$ cat src/rcd_pkg.sv
// ============================================================
// shared constants and carriers of the reset cause block
package rcd_pkg;

    // ============================================================
    // register offsets on the cpu data address space
    localparam logic [15:0] RCD_DET_CTRL_ADDR = 16'hFF50;
    localparam logic [15:0] RCD_THR_SEL_ADDR = 16'hFF51;
    localparam logic [15:0] RCD_CAUSE_ADDR = 16'hFF54;

    // ============================================================
    // field positions
    localparam int RCD_CAUSE_WDT_BIT = 4;  // watchdog cause flag
    localparam int RCD_CAUSE_LV_BIT = 0;   // low-voltage cause flag
    localparam int RCD_CTRL_EN_BIT = 7;    // detector enable bit
    localparam int RCD_CTRL_MODE_BIT = 1;  // detector action select
    localparam int RCD_CTRL_FLAG_BIT = 0;  // low-voltage flag
    localparam int RCD_THR_W = 4;          // threshold code width

    // ============================================================
    // reset values
    localparam logic [7:0] RCD_CAUSE_RST = 8'h00;
    localparam logic [7:0] RCD_CTRL_RST = 8'h00;
    localparam logic [7:0] RCD_THR_RST = 8'h00;
    localparam logic [7:0] RCD_UNMAPPED_RD = 8'h00;

    // ============================================================
    // detector levels: codes 0 .. 9, the rest prohibited
    localparam int RCD_NUM_LEVELS = 10;

    // ============================================================
    // one cpu memory manipulation request
    typedef struct packed {
        logic rd;           // byte read
        logic wr;           // byte write
        logic bit_wr;       // single-bit write
        logic [15:0] addr;  // target address
        logic [7:0] wdata;  // byte write data
        logic [2:0] bit_idx;  // bit position of a bit write
        logic bit_val;      // value of a bit write
    } rcd_req_t;

    // events arriving from the rest of the chip
    typedef struct packed {
        logic wdt_req;      // watchdog timer reset request, pulse
        logic poc_below;    // supply under power-on-clear level
        logic cmp_below;    // analog comparator: supply under level
    } rcd_evt_t;

endpackage

$ cat src/rcd_reset_cause.sv
`timescale 1ns/1ps

// What this block does
// - cause register clears on pin, power-clear, read
// - watchdog request sets cause bit 4
// - detector reset sets cause bit 0
// - watchdog/detector resets keep the other flag
// - cause register read-only, other bits zero
// - power-clear resets at power-up and while supply low
// - enable bit 7 starts comparator, 0 stops
// - control bit 1: 0 interrupt, 1 reset
// - flag is 1 only while enabled and low
// - flag bit ignores software writes
// - interrupt follows flag when enabled, interrupt mode
// - control register bit/byte writable, detector reset keeps
// - threshold register byte writable, detector reset keeps
// - four-bit code picks ten levels, rest prohibited
// - threshold write while enabled gives undefined level
// - reset mode holds reset while supply stays low
// - no reset when mode chosen above threshold
module rcd_reset_cause
    import rcd_pkg::*;
#(
    parameter int NUM_LEVELS = RCD_NUM_LEVELS  // legal threshold codes
) (
    input wire logic i_ref_clk,           // system clock, 250 MHz
    input wire logic i_resetn,            // external reset pin, low
    input wire rcd_req_t i_req,           // cpu register request
    input wire rcd_evt_t i_evt,           // watchdog, power, comparator
    output logic [7:0] o_rdata,           // read data, registered
    output logic o_cmp_enable,            // powers the comparator
    output logic [RCD_THR_W-1:0] o_level_code,  // selected level code
    output logic o_level_legal,           // code is not prohibited
    output logic o_low_voltage_flag,      // synchronised flag
    output logic o_low_voltage_irq,       // interrupt request level
    output logic o_lvi_reset,             // detector internal reset
    output logic o_poc_reset              // power-on-clear reset
);

    // ============================================================
    // elaboration check
    if (NUM_LEVELS < 1 || NUM_LEVELS > (1 << RCD_THR_W)) begin : g_bad_levels
        $error("NUM_LEVELS out of range for a 4-bit code");
    end

    // ============================================================
    // state of the block
    typedef struct packed {
        logic wdt_flag;     // watchdog cause flag
        logic lv_flag;      // low-voltage cause flag
        logic en;           // detector enable bit
        logic mode;         // detector action select
        logic [RCD_THR_W-1:0] thr;  // threshold code
        logic sync1;        // comparator sync, first stage
        logic sync2;        // comparator sync, second stage
        logic power_on_clear_circuit;          // power-on-clear reset output
        logic [7:0] rdata;  // read data register
    } rcd_state_t;

    localparam rcd_state_t RCD_STATE_RST = '{
        wdt_flag: RCD_CAUSE_RST[RCD_CAUSE_WDT_BIT],
        lv_flag: RCD_CAUSE_RST[RCD_CAUSE_LV_BIT],
        en: RCD_CTRL_RST[RCD_CTRL_EN_BIT],
        mode: RCD_CTRL_RST[RCD_CTRL_MODE_BIT],
        thr: RCD_THR_RST[RCD_THR_W-1:0],
        sync1: 1'b0,
        sync2: 1'b0,
        power_on_clear_circuit: 1'b1,          // reset held from power-up
        rdata: 8'h00
    };

    rcd_state_t state_q;    // registered state
    rcd_state_t state_d;    // next state
    logic rst_meta_q;       // reset release, first stage
    logic rst_n_q;          // reset release, second stage
    logic flag;             // low-voltage flag value
    logic lvi_rst;          // detector reset request
    logic rd_cause;         // read of the cause register
    logic wr_ctrl_byte;     // byte write to control register
    logic wr_ctrl_bit;      // bit write to control register
    logic [7:0] ctrl_rd;    // control register read view
    logic [7:0] cause_rd;   // cause register read view
    logic [7:0] thr_rd;     // threshold register read view

    // ============================================================
    // reset release through two flip-flops
    always_ff @(posedge i_ref_clk or negedge i_resetn) begin
        if (!i_resetn) begin
            rst_meta_q <= 1'b0;
            rst_n_q <= 1'b0;
        end else begin
            rst_meta_q <= 1'b1;
            rst_n_q <= rst_meta_q;
        end
    end

    // ============================================================
    // detector outputs from the synchronised comparator
    always_comb begin
        flag = state_q.en & state_q.sync2;
        lvi_rst = flag & state_q.mode;
        rd_cause = i_req.rd && (i_req.addr == RCD_CAUSE_ADDR);
        wr_ctrl_byte = i_req.wr && (i_req.addr == RCD_DET_CTRL_ADDR);
        wr_ctrl_bit = i_req.bit_wr && (i_req.addr == RCD_DET_CTRL_ADDR);
        // read views, unused bits zero
        ctrl_rd = 8'h00;
        ctrl_rd[RCD_CTRL_EN_BIT] = state_q.en;
        ctrl_rd[RCD_CTRL_MODE_BIT] = state_q.mode;
        ctrl_rd[RCD_CTRL_FLAG_BIT] = flag;
        cause_rd = 8'h00;
        cause_rd[RCD_CAUSE_WDT_BIT] = state_q.wdt_flag;
        cause_rd[RCD_CAUSE_LV_BIT] = state_q.lv_flag;
        thr_rd = 8'h00;
        thr_rd[RCD_THR_W-1:0] = state_q.thr;
    end

    // ============================================================
    // next-state logic
    always_comb begin
        state_d = state_q;
        // comparator synchroniser
        state_d.sync1 = i_evt.cmp_below;
        state_d.sync2 = state_q.sync1;
        // power-on-clear follows the supply comparison
        state_d.power_on_clear_circuit = i_evt.poc_below;
        // read data path, last read held while no read strobe
        if (i_req.rd) begin
            if (i_req.addr == RCD_DET_CTRL_ADDR) begin
                state_d.rdata = ctrl_rd;
            end else if (i_req.addr == RCD_THR_SEL_ADDR) begin
                state_d.rdata = thr_rd;
            end else if (i_req.addr == RCD_CAUSE_ADDR) begin
                state_d.rdata = cause_rd;
            end else begin
                state_d.rdata = RCD_UNMAPPED_RD;      // unmapped read
            end
        end
        // control register: byte write, bit 0 ignored
        if (wr_ctrl_byte) begin
            state_d.en = i_req.wdata[RCD_CTRL_EN_BIT];
            state_d.mode = i_req.wdata[RCD_CTRL_MODE_BIT];
        end
        // control register: single-bit write
        if (wr_ctrl_bit) begin
            if (i_req.bit_idx == 3'(RCD_CTRL_EN_BIT)) begin
                state_d.en = i_req.bit_val;
            end
            if (i_req.bit_idx == 3'(RCD_CTRL_MODE_BIT)) begin
                state_d.mode = i_req.bit_val;
            end
        end
        // threshold register: byte writes only, code kept as written
        if (i_req.wr && i_req.addr == RCD_THR_SEL_ADDR) begin
            state_d.thr = i_req.wdata[RCD_THR_W-1:0];
        end
        // cause register: a read clears, a set wins over that
        if (rd_cause) begin
            state_d.wdt_flag = 1'b0;
            state_d.lv_flag = 1'b0;
        end
        if (lvi_rst) begin
            // detector reset: control and threshold held
            state_d.lv_flag = 1'b1;
            state_d.en = state_q.en;
            state_d.mode = state_q.mode;
            state_d.thr = state_q.thr;
        end else if (i_evt.wdt_req) begin
            // watchdog reset clears control, keeps other cause flag
            state_d.en = RCD_CTRL_RST[RCD_CTRL_EN_BIT];
            state_d.mode = RCD_CTRL_RST[RCD_CTRL_MODE_BIT];
            state_d.thr = RCD_THR_RST[RCD_THR_W-1:0];
        end
        if (i_evt.wdt_req) begin
            state_d.wdt_flag = 1'b1;
        end
        // power-on-clear wipes cause flags, control and threshold; synchroniser and read data kept
        if (state_q.power_on_clear_circuit) begin
            state_d.wdt_flag = RCD_STATE_RST.wdt_flag;
            state_d.lv_flag = RCD_STATE_RST.lv_flag;
            state_d.en = RCD_STATE_RST.en;
            state_d.mode = RCD_STATE_RST.mode;
            state_d.thr = RCD_STATE_RST.thr;
        end
    end

    // ============================================================
    // state register, cleared by the external pin
    always_ff @(posedge i_ref_clk or negedge rst_n_q) begin
        if (!rst_n_q) begin
            state_q <= RCD_STATE_RST;
        end else begin
            state_q <= state_d;
        end
    end

    // ============================================================
    // outputs
    assign o_rdata = state_q.rdata;
    assign o_cmp_enable = state_q.en;
    assign o_level_code = state_q.thr;
    assign o_level_legal = (32'(state_q.thr) < NUM_LEVELS);
    assign o_low_voltage_flag = flag;
    assign o_low_voltage_irq = flag & ~state_q.mode;
    assign o_lvi_reset = lvi_rst;
    assign o_poc_reset = state_q.power_on_clear_circuit | ~rst_n_q;
endmodule

$ cat config.mk
export PLATFORM = sky130hd
export DESIGN_NAME = rcd_reset_cause
export DESIGN_NICKNAME = d
export VERILOG_FILES = /design/src/rcd_pkg.sv /design/src/rcd_reset_cause.sv
export SDC_FILE = /design/constraint.sdc
export NUM_CORES = 1
export LEC_CHECK = 0
export BUFFER_PORTS_ARGS = -buffer_cell sky130_fd_sc_hd__buf_2
export CAP_MARGIN = 20
export CORE_MARGIN = 2
export CORE_UTILIZATION = 42
export CTS_BUF_LIST = sky130_fd_sc_hd__clkbuf_8
export CTS_CLUSTER_DIAMETER = 60
export DETAILED_ROUTE_END_ITERATION = 16
export PLACE_DENSITY = 0.87
export SLEW_MARGIN = 0
export SYNTH_ARGS = -nofsm -noshare
export SYNTH_HDL_FRONTEND = slang
export SYNTH_SLANG_ARGS = --single-unit
$ cat constraint.sdc
create_clock -name i_ref_clk -period 0.8 [get_ports i_ref_clk]
set_input_delay 0 -clock i_ref_clk [delete_from_list [all_inputs] [get_ports i_ref_clk]]
set_output_delay 0 -clock i_ref_clk [all_outputs]
set_load 0.01 [all_outputs]
; ---- Yosys cells after proc, flatten, opt, wreduce, memory -nomap -nowiden
; Index checks and enable logic that the tools add are counted.
[classes]
n_shift = 0
mul = 0
bitwise = 6
add_sub_neg = 0
n_div = 0
n_mux = 14
n_lt_le_gt_ge = 1
n_eq_ne = 6
n_reduce_logical = 8
[ops]
columns = op, n
row1 = $eq A16 B16 Y1 const B, 3
row2 = $mux W8, 2
row3 = $mux W6, 2
row4 = $mux W5, 2
row5 = $reduce_bool A3 Y1, 3
row6 = $mux W2, 3
row7 = $logic_and A1 B1 Y1, 4
row8 = $lt A4 B4 Y1 const B, 1
row9 = $mux W1, 4
row10 = $mux W4, 1
row11 = $and A1 B1 Y1, 3
row12 = $eq A3 B1 Y1 const B, 1
row13 = $eq A3 B3 Y1 const B, 1
row14 = $ne A2 B1 Y1 const B, 1
row15 = $not A1 Y1, 2
row16 = $reduce_and A2 Y1, 1
row17 = $or A1 B1 Y1, 1
[word_totals]
register_bits = 21
input_bits = 36
elab_cells = 46
output_inout_bits = 18
romBits = 0
memories = 0
ramBits = 0
latchBits = 0

; ---- Longest topological paths before layout
; Gate-level depths: netlist of the first run.
[depth]
depth_word = 8
ltp_mapped = 5
mapped_depth_nobuf = 4

; ---- Least setup slack after synthesis of the first run
; OpenSTA, ideal clock, no wires.
[synth_path]
path_type = register to register
start = register state_q (netlist bit o_cmp_enable)
end = register state_q (netlist bit o_level_code[0])
arrival_time_ns = 1.167
setup_slack_ns = -0.443
t_required_ns = 0.723
setup_time_ns = 0.077
synth_period_minus_slack_ns = 1.243
n_path_buf = 0
stages_incl_launch_ff = 5
cell_sequence = dfrtp_1 > and3_1 > nor3_1 > nand4bb_4 > o21ai_1
[synth_via]
elab_chain_len = 4
[synth_lines]
columns = item, line
row1 = from (decl), rcd_reset_cause.sv:72  ; rcd_state_t state_q;
row2 = from (signal assigned), rcd_reset_cause.sv:192  ; state_q <= state_d;
row3 = $and A1 B1 Y1, rcd_reset_cause.sv:100  ; flag = state_q.en & state_q.sync2;
row4 = $and A1 B1 Y1, rcd_reset_cause.sv:101  ; lvi_rst = flag & state_q.mode;
row5 = net o_lvi_reset, rcd_reset_cause.sv:36  ; output logic o_lvi_reset,
row6 = $ne A2 B1 Y1 (no source line), --
row7 = $reduce_and A2 Y1 (no source line), --
; The timed path passes the listed nets, and every way through them passes these cells.
; A chain may end at the register's enable or synchronous reset.

; ---- Final worst setup path of the first run
[layout_path]
start = register state_q[8] in the netlist's numbering
end = register state_q (netlist bit o_level_code[2])
[layout_via]
elab_chain_len = 2
word_cells_on_any_way = 4
cone_classes = 1 x eq/ne / 1 x mux / 2 x reduce/logical
[layout_lines]
columns = item
row1 = $ne A2 B1 Y1 (no source line) or $reduce_bool A3 Y1 (tied branches)
row2 = $reduce_and A2 Y1 (no source line)
; Several ways; a longest one is shown, not always the timed one.

==> results of run 1 <==
==> area by class of cell <==
type                       instances  share of cell area, %
sequential                        19                   28.1
clock buffer                       3                   2.42
multi-input combinational         65                   32.5
tap                               30                   2.20
inverter                           9                   1.98
timing repair buffer              76                   32.6
clock inverter                     1                  0.220
==> state kept, by name, indices dropped and copies added (netlist names) <==
register	cells
o_rdata	6
o_level_code	4
cause_rd	2
state_q	2
ctrl_rd	1
o_cmp_enable	1
rst_meta_q	1
rst_n_q	1
state_d	1
==> power by group through the flow <==
stage | logic, W | clock network [W] | registers, W
after floorplan | 0.0000962 | 0 | 0.00102
after global placement | 0.000243 | 0 | 0.00101
after detailed placement | 0.000250 | 0 | 0.00101
after CTS | 0.000281 | 0.000649 | 0.000990
after global routing | 0.000317 | 0.000688 | 0.000991
final | 0.000289 | 0.000642 | 0.000991
==> synth_stat cells (2+ instances only) <==
| library cell | instances |
|---|---|
| nor3_1 | 2 |
| nor2b_1 | 3 |
| buf_4 | 12 |
| conb_1 | 2 |
| a32o_1 | 3 |
| inv_1 | 9 |
| nand3_1 | 2 |
| nand4_1 | 2 |
| o41ai_1 | 2 |
| a22o_1 | 2 |
| a22oi_1 | 2 |
| nand2_1 | 4 |
| dfrtp_1 | 18 |
| a21oi_1 | 2 |
| o211ai_1 | 4 |
| o21ai_0 | 7 |
| and4_1 | 2 |
| o21ai_1 | 4 |
| nand2b_1 | 4 |
==> logic make-up after synthesis <==
family	after synthesis
simple gates	32
flops	19
buf+inv	22
compound gates	28
other cells	2
mux	2
==> metrics by stage <==
stage	TNS, ps	utilization [%]	total power (W)	instances	setup WS (ps)
finish	-6070	69.6	0.00192	203	-475
detailed placement	-5790	58.8	0.00126	188	-451
CTS	-5760	67.6	0.00192	201	-487
global route	-7160	69.6	0.00200	203	-520
global placement	-5130	58.8	0.00125	188	-429
floorplan	-3430	-	0.00112	106	-418
==> repair_timing <==
action,CTS,global route
cloned,0,0
setup endpoints to repair,24,27
hold buffers,6,0
pin swaps,4,4
gates resized for setup,19,5
buffers inserted,3,2
endpoints found under the hold margin,7,0
==> worst min-delay path by stage <==
stage / from / to / slack, ps / cells past startpoint
after floorplan: i_resetn / rst_meta_q / -300 / 0
after global placement: i_resetn / rst_meta_q / -210 / 1
after detailed placement: i_resetn / rst_meta_q / -210 / 1
after CTS: i_req[7] / o_level_code[3] / 7 / 3
after global routing: i_req[7] / o_level_code[3] / 4 / 3
final: i_req[5] / o_level_code[1] / 8 / 3
==> per-layer routing <==
layer	track usage [%]	part of all wire, %	routed length (µm)	up-vias
met5	0	0	0	-
met4	8.33	0.88	27	0
met3	5.19	4.7	145	5
met2	44.4	55	1700	33
met1	24.1	39	1200	514
li1	-	-	-	507
==> worst max-delay path, delay by kind of cell, from the launching register on <==
family / cells / cell delay, ps
AOI/OAI and AO/OA: 3 / 310
buffers and inverters: 1 / 150
DFF: 1 / 540
and+or+nand+nor: 1 / 170
==> metrics.csv, run 1 <==
stage,metric,value,unit
status,status,"complete, but fails checks",
status,violations,negative setup slack,
synth,synth_seq_cells,19,
critical_path,crit_path_start,state_q[8],
clocking,cts.sinks,19,
sta,hold_ws,8.43,ps
critical_path,cp_cell_sequence,nand4b_1 > buf_4 > o21ai_2 > o211ai_1 > o21ai_1,
critical_path,arrival,1410,ps
synth,synth_top_area_share,41.5,%
floorplanning,ioPinCount,54,
synth,synth-simple-area-share,24.1,%
layout,final_area,1710,µm²
routing,antenna_left,0,
critical_path,critPathMaxFanout,4,
global_route,overflow,0,
floorplanning,initial_core_util,44.2,%
synth,synth_cells,105,
pwr,pwr-share-seq,51.5,%
routing,postRouteWirelength,3070,µm
placed_design,place_area,1440,µm²
critical_path,r2r-start,state_q[8],
placed_design,hpwlAfterDp,2140,µm
synth,synthFlopType,dfrtp_1,
hold_path,min_path_type,input port to flop,
floorplanning,dieWidth,54.8,µm
synth,synthAdderAreaFrac,0,%
layout,area_delta_synth_final,57.4,%
critical_path,cpPeakStageDelay,540,ps
critical_path,critPathKind,flop to flop,
sta,skew,1.90,ps
layout,drive_above_1_share,53.8,%
synth,syn_avg_cell_area,10.3,µm²
floorplanning,die-area,3010,µm²
placed_design,gp_congestion,0.808,
synth,synth.area.top_cells,"dfrtp_1, buf_4, o21ai_0, inv_1, a32o_1",
global_route,grtUsageTotal,23.2,%
global_route,grt_pass1_vias,1093,
clocking,cts_buffers,3,
routing,drt-initial-drc-count,6,
sta,final.period_utilization,159,%
pwr,power.density,1130,nW/µm²
sta,hold_viol,0,
synth,yosysWarningCount,0,
critical_path,slowest_stage,dfstp_2,
layout,final.fill_count,193,
pwr,internal_power,0.00147,W
critical_path,required,930,ps
floorplanning,chipHeight,54.8,µm
critical_path,cp-end-kind,flop,
synth,yosysTopAreaCell,dfrtp_1,
clocking,cts-root-buf,clkbuf_8,
synth,ys_types,38,
critical_path,cp-start-kind,flop,
clocking,cts_buffer_depth,2,
layout,nets,210,
global_route,grt_first_pass_wirelength,4820,µm
clocking,insertion_delay,250,ps
pwr,pwr-share-clk,33.4,%
sta,worst_slack,-475,ps
clocking,cts_tree,yes,
sta,period_minus_slack,1270,ps
synth,synth_top_family_by_area,simple AND/OR/NAND/NOR gates,
sta,max_freq,0.784,GHz
layout,antenna_cells,0,
layout,layout_commonest_cell,buf_2,
floorplanning,fp.coreArea,2450,µm²
job,max-cap-violations,0,
pwr,peakVddDrop,1180,µV
synth,synth_compound_area_share,17.4,%
synth,synth_enable_flop_cells,0,
synth,ys_seq_area_share,43.9,%
pwr,switching_share,23.6,%
global_route,grt_max_degree,18,
routing,wire_per_inst,15.1,µm
clocking,clk_pin_slew_worst_paths,70,ps
layout,regArea,479,µm²
sta,rsz0062_at_grt,true,
routing,route.detailed.drc,0,
synth,syn_area,1080,µm²
critical_path,endpoint,o_level_code[2],
global_route,antenna_found_initial,0,
clocking,h-tree-depth,1,
sta,setup_viol,24,
pwr,power_leakage,0.848,nW
floorplanning,rows,18,
layout,multi_input_area,556,µm²
synth,synth_async_sr_flop_share,100,%
pwr,pwr-share-comb,15.1,%
critical_path,reg2regPathDepth,5,
routing,vias,1059,
synth,synth_mux_area_share,1.96,%
critical_path,reg2reg_slack,-470,ps
routing,first_pass_iters,4,
routing,avgViaCountPerCell,5.22,
critical_path,reg2reg_to,o_level_code[2],
pwr,switchingPower,0.000454,W
placed_design,io_buffers,48,
layout,final_cell_mix,"buf_2, dfrtp_1, buf_6, buf_4, inv_1",
sta,drv_slew,0,
synth,synth_xor_xnor_area_share,0,%
(Power assumes the default switching activity.)
==> run 2: changes to the inputs <==
- CORE_UTILIZATION: 42 -> 40
- CTS_BUF_LIST: sky130_fd_sc_hd__clkbuf_8 -> sky130_fd_sc_hd__clkbuf_8 sky130_fd_sc_hd__clkbuf_16
- PLACE_DENSITY: 0.87 -> 0.84
==> run 2 against run 1 <==
  * The run still ends with negative setup slack left
  * Clock skew hardly changed
  * Largest cell class is now multi-input combinational cells
  * Die area is 4.6% higher
  * Critical path type unchanged
  * Via count is 0.47% lower
  * Highest routed layer unchanged
  * Register-to-register slack hardly changed
==> metrics.csv, run 2 (synthesis results as in run 1) <==
stage,metric,value,unit,change
sta,worst_slack,-462,ps,was -475 ps
layout,nets,211,,was 210
placed_design,hpwlAfterDp,2190,µm,was 2140 µm
placed_design,gp_congestion,0.883,,was 0.808
floorplanning,die-area,3140,µm²,was 3010 µm²
global_route,overflow,0,,unchanged
critical_path,cp_cell_sequence,nand4b_1 > nand3_2 > o211ai_1 > o21ai_1,,was nand4b_1 > buf_4 > o21ai_2 > o211ai_1 > o21ai_1
floorplanning,rows,18,,unchanged
hold_path,min_path_type,input port to flop,,unchanged
routing,antenna_left,0,,unchanged
pwr,power_leakage,0.869,nW,was 0.848 nW
sta,period_minus_slack,1260,ps,was 1270 ps
global_route,antenna_found_initial,0,,unchanged
layout,largest_reg_flops,6,,unchanged
clocking,cts_buffers,3,,unchanged
clocking,cts_buffer_depth,2,,unchanged
critical_path,critPathMaxFanout,4,,unchanged
global_route,grtUsageTotal,20.6,%,was 23.2%
global_route,grt_first_pass_wirelength,5200,µm,was 4820 µm
status,violations,negative setup slack,,unchanged
critical_path,cp-end-kind,flop,,unchanged
sta,rsz0062_at_grt,true,,unchanged
floorplanning,initial_core_util,43.0,%,was 44.2%
clocking,h-tree-depth,1,,unchanged
pwr,power.density,1120,nW/µm²,was 1130 nW/µm²
layout,layout_commonest_cell,buf_2,,unchanged
floorplanning,chipHeight,56.1,µm,was 54.8 µm
sta,hold_viol,0,,unchanged
global_route,grt_max_degree,18,,unchanged
sta,setup_viol,24,,unchanged
sta,final.period_utilization,158,%,was 159%
floorplanning,dieWidth,56.1,µm,was 54.8 µm
critical_path,critPathKind,flop to flop,,unchanged
routing,postRouteWirelength,3010,µm,was 3070 µm
layout,final_cell_mix,"buf_2, buf_6, dfrtp_1",,"was buf_2, dfrtp_1, buf_6, buf_4, inv_1"
layout,post-route-util,68.9,%,was 69.6%
placed_design,pre_cts_ws,-480,ps,was -451 ps
clocking,cts-root-buf,clkbuf_8,,unchanged
layout,drive_above_1_share,56.9,%,was 53.8%
routing,route.detailed.drc,0,,unchanged
sta,max_freq,0.792,GHz,was 0.784 GHz
layout,antenna_cells,0,,unchanged
global_route,grt_pass1_vias,1155,,"was 1,093"
floorplanning,fp.coreArea,2520,µm²,was 2450 µm²
sta,drv_slew,0,,unchanged
floorplanning,ioPinCount,54,,unchanged
job,max-cap-violations,0,,unchanged
critical_path,reg2reg_slack,-460,ps,was -470 ps
status,status,"complete, but fails checks",,unchanged
critical_path,arrival,1400,ps,was 1410 ps
placed_design,io_buffers,48,,unchanged
clocking,insertion_delay,250,ps,about the same
clocking,cts_tree,yes,,unchanged
routing,first_pass_iters,4,,unchanged
layout,final.fill_count,194,,was 193
critical_path,required,940,ps,was 930 ps
layout,area_delta_synth_final,60.3,%,was 57.4%
routing,vias,1054,,"was 1,059"
clocking,cts.sinks,19,,unchanged
sta,skew,1.45,ps,was 1.90 ps
sta,hold_ws,25.3,ps,was 8.43 ps
routing,avgViaCountPerCell,5.17,,was 5.22
pwr,peakVddDrop,1090,µV,was 1180 µV
critical_path,slowest_stage,dfstp_2,,unchanged
clocking,clk_pin_slew_worst_paths,70,ps,about the same
critical_path,cp-start-kind,flop,,unchanged
routing,drt-initial-drc-count,9,,was 6
critical_path,cpPeakStageDelay,540,ps,about the same
routing,wire_per_inst,14.8,µm,was 15.1 µm
run 2: path summary, 6_finish.rpt:
| kind | start | to | cells past startpoint |
|---|---|---|---|
| setup reg to reg | state_q[8] | o_level_code[2] | 4 |
| hold / removal | i_req[5] | o_level_code[1] | 3 |
| setup / recovery | state_q[8] | o_level_code[2] | 4 |
| min in group asynchronous | i_resetn | rst_n_q | 2 |
| hold reg to reg | rst_n_q | state_d[9] | 1 |
| max in group asynchronous | rst_n_q | state_q[8] | 1 |
run 2: routing by layer:
metal / GRT usage, % / vias up / wire (µm)
met1: 24.6 / 490 / 1180
met5: 0 / - / 0
li1: - / 508 / -
met3: 3.95 / 6 / 189
met4: 7.14 / 0 / 38
met2: 36.6 / 50 / 1600
run 2: critical path: cells and delay by family, from the launching register on:
kind	cells	cell delay (ps)
flops	1	540
compound gates	2	310
simple gates	2	300
run 2: what timing repair did:
action / CTS / global route
setup endpoints to repair: 24 / 27
gates resized for setup: 20 / 14
hold buffers: 7 / 0
gates cloned: 0 / 0
hold endpoints to repair: 8 / 0
pin swaps: 7 / 5
setup buffers: 5 / 3
run 2: stage by stage:
| stage | instances | setup TNS, ps | power (W) | area (µm²) |
|---|---|---|---|---|
| floorplan | 106 | -3430 | 0.00112 | 1130 |
| CTS | 202 | -5730 | 0.00195 | 1670 |
| finish | 204 | -5640 | 0.00195 | 1740 |
| global placement | 186 | -4840 | 0.00125 | 1430 |
| global route | 204 | -6930 | 0.00205 | 1740 |
| detailed placement | 186 | -5360 | 0.00126 | 1430 |
run 2: report_power, final:
part | total, W | internal (W) | switching, W
clock network | 0.000656 | 0.000346 | 0.000310
registers | 0.000994 | 0.000980 | 0.0000135
logic | 0.000303 | 0.000160 | 0.000143
total | 0.00195 | 0.00149 | 0.000466
run 2: area by class of cell:
cell class,count,area [µm²],area share [%]
Multi-Input combinational cell,65,581,33.4
Timing Repair Buffer,77,562,32.3
Sequential cell,19,479,27.6
Clock buffer,3,41.3,2.37
Tap cell,30,37.5,2.16
Inverter,9,33.8,1.94
Clock inverter,1,5.00,0.288
==> run 3: changes to the inputs <==
- HOLD_SLACK_MARGIN: default -> 0.05
- RECOVER_POWER: default -> 25
==> run 3 against run 2 <==
  * Critical path depth did not move
  * Sequential share of layout area fell by 0.27 points
  * Critical endpoint unchanged
  * Combinational power is 2% higher
  * Worst hold slack better by 60 ps
  * The run still ends with negative setup slack left
  * Fmax about the same
  * Total power is 0.24% higher
  * Highest routed layer unchanged
  * Cell count is 0.98% higher
  * Critical path type unchanged
==> metrics.csv, run 3 (synthesis results as in run 1) <==
stage,metric,value,unit,change
status,status,"complete, but fails checks",,unchanged
status,violations,negative setup slack,,unchanged
clocking,clk_pin_slew_worst_paths,70,ps,about the same
placed_design,io_buffers,48,,unchanged
layout,area_delta_synth_final,61.9,%,was 60.3%
hold_path,min_path_type,input port to flop,,unchanged
critical_path,critPathMaxFanout,4,,unchanged
floorplanning,die-area,3140,µm²,unchanged
critical_path,slowest_stage,dfstp_2,,unchanged
critical_path,critPathTopFamily,flip-flops,,unchanged
clocking,cts_tree,yes,,unchanged
sta,setup_viol,24,,unchanged
critical_path,arrival,1400,ps,about the same
critical_path,cpPeakStageDelay,540,ps,about the same
clocking,cts_buffer_depth,2,,unchanged
sta,period_minus_slack,1260,ps,about the same
sta,drv_slew,0,,unchanged
routing,wire_per_inst,14.7,µm,was 14.8 µm
placed_design,pre_cts_ws,-480,ps,unchanged
critical_path,reg2reg_slack,-460,ps,about the same
pwr,pwr-share-comb,15.8,%,was 15.5%
sta,hold_viol,0,,unchanged
layout,final_area,1760,µm²,was 1740 µm²
placed_design,place_area,1430,µm²,unchanged
job,max-cap-violations,0,,unchanged
global_route,antenna_found_initial,0,,unchanged
global_route,grt_max_degree,18,,unchanged
sta,worst_slack,-462,ps,about the same
floorplanning,chipHeight,56.1,µm,unchanged
layout,drive_above_1_share,56.3,%,was 56.9%
routing,antenna_left,0,,unchanged
global_route,overflow,0,,unchanged
sta,rsz0062_at_grt,true,,unchanged
critical_path,crit_buf_inv,0,,unchanged
floorplanning,rows,18,,unchanged
hold_path,whs_path_depth,3,,unchanged
clocking,insertion_delay,250,ps,about the same
layout,largest_reg_flops,6,,unchanged
clocking,cts_buffers,3,,unchanged
routing,vias,1061,,"was 1,054"
global_route,grt_first_pass_wirelength,5220,µm,was 5200 µm
pwr,pwr-share-seq,50.8,%,was 50.9%
pwr,power_leakage,0.876,nW,was 0.869 nW
critical_path,cp-start-kind,flop,,unchanged
pwr,switchingPower,0.000466,W,about the same
floorplanning,fp.coreArea,2520,µm²,unchanged
pwr,finalPower,0.00196,W,was 0.00195 W
critical_path,critPathKind,flop to flop,,unchanged
floorplanning,dieWidth,56.1,µm,unchanged
critical_path,cp_cell_sequence,nand4b_1 > nand3_2 > o211ai_1 > o21ai_1,,unchanged
global_route,grt_pass1_vias,1160,,"was 1,155"
placed_design,hpwlAfterDp,2190,µm,unchanged
sta,max_freq,0.792,GHz,about the same
floorplanning,initial_core_util,43.0,%,unchanged
routing,route.detailed.drc,0,,unchanged
global_route,grt_use_met3,3.95,%,unchanged
routing,drt-initial-drc-count,17,,was 9
sta,skew,1.27,ps,was 1.45 ps
global_route,use_met1,24.6,%,unchanged
pwr,internal_power,0.00149,W,about the same
pwr,pwr-share-clk,33.4,%,was 33.6%
pwr,power.density,1110,nW/µm²,was 1120 nW/µm²
sta,setup_tns,-5660,ps,was -5640 ps
clocking,cts-root-buf,clkbuf_8,,unchanged
layout,final.fill_count,193,,was 194
pwr,switching_share,23.8,%,was 23.9%
layout,final_cell_mix,"buf_2, buf_6, dfrtp_1",,unchanged
sta,final.period_utilization,158,%,about the same
layout,layout_commonest_cell,buf_2,,unchanged
global_route,grt-busiest-layer,met2,,unchanged
global_route,use_met2,36.8,%,was 36.6%
routing,first_pass_iters,4,,unchanged
critical_path,worst-path-stages,4,,unchanged
clocking,h-tree-depth,1,,unchanged
routing,avgViaCountPerCell,5.15,,was 5.17
layout,nets,213,,was 211
clocking,cts.sinks,19,,unchanged
critical_path,reg2regPathDepth,4,,unchanged
global_route,grtUsageTotal,20.7,%,was 20.6%
placed_design,gp_congestion,0.883,,unchanged
pwr,peakVddDrop,1090,µV,about the same
critical_path,cp-end-kind,flop,,unchanged
layout,stdcell_count,206,,was 204
floorplanning,ioPinCount,54,,unchanged
routing,postRouteWirelength,3040,µm,was 3010 µm
layout,antenna_cells,0,,unchanged
placed_design,dp.cells,186,,unchanged
critical_path,required,940,ps,about the same
run 3: changes by cell type in the layout (fill, tap and decap cells not counted), sizes merged:
| cell | change |
|---|---|
| buf | -1 |
| dlygate4sd3 | +2 |
| clkbuf | +1 |
run 3: area by class of cell:
cell class              instances  area (µm²)  area share, %
flip-flops and latches         19         479           27.3
well taps                      30        37.5           2.14
repair buffers                 79         579           33.0
multi-input cells              65         581           33.0
inverters                       9        33.8           1.92
clock inverters                 1        5.00          0.285
clock buffers                   3        41.3           2.35
run 3: path summary, 6_finish.rpt:
check,startpoint,end
hold reg to reg,rst_meta_q,rst_n_q
setup reg to reg,state_q[8],o_level_code[2]
max in group asynchronous,i_resetn,rst_n_q
setup / recovery,state_q[8],o_level_code[2]
min in group asynchronous,rst_n_q,state_d[9]
hold / removal,i_evt[2],cause_rd[4]
run 3: repair_timing:
action / in CTS / in global routing
gates resized for setup: 20 / 14
setup endpoints to repair: 24 / 27
pin swaps: 7 / 5
buffers inserted: 5 / 3
hold buffers: 9 / 0
endpoints found under the hold margin: 9 / 0
run 3: power by group through the flow:
| stage | registers [W] | clock network, W | logic, W |
|---|---|---|---|
| global placement | 0.00101 | 0 | 0.000242 |
| detailed placement | 0.00101 | 0 | 0.000250 |
| floorplan | 0.00102 | 0 | 0.0000962 |
| global route | 0.000995 | 0.000730 | 0.000336 |
| finish | 0.000994 | 0.000654 | 0.000309 |
| CTS | 0.000989 | 0.000672 | 0.000293 |
run 3: worst register-to-register path: cells and delay by family, from the launching register on:
family / cells / cell delay, ps
flops: 1 / 540
compound gates: 2 / 310
simple gates: 2 / 300
run 3: layer usage:
| metal | vias to the layer above | part of all wire (%) |
|---|---|---|
| met5 | - | 0 |
| met4 | 0 | 1.0 |
| li1 | 511 | - |
| met2 | 49 | 53 |
| met1 | 497 | 39 |
| met3 | 4 | 6.4 |
run 3: stage by stage:
step                utilization [%]  hold WS [ps]
finish                         69.6          85.3
global route                   69.6          99.5
CTS                            66.8          53.9
detailed placement             56.6          -214
global placement               56.6          -216
floorplan                         -          -296
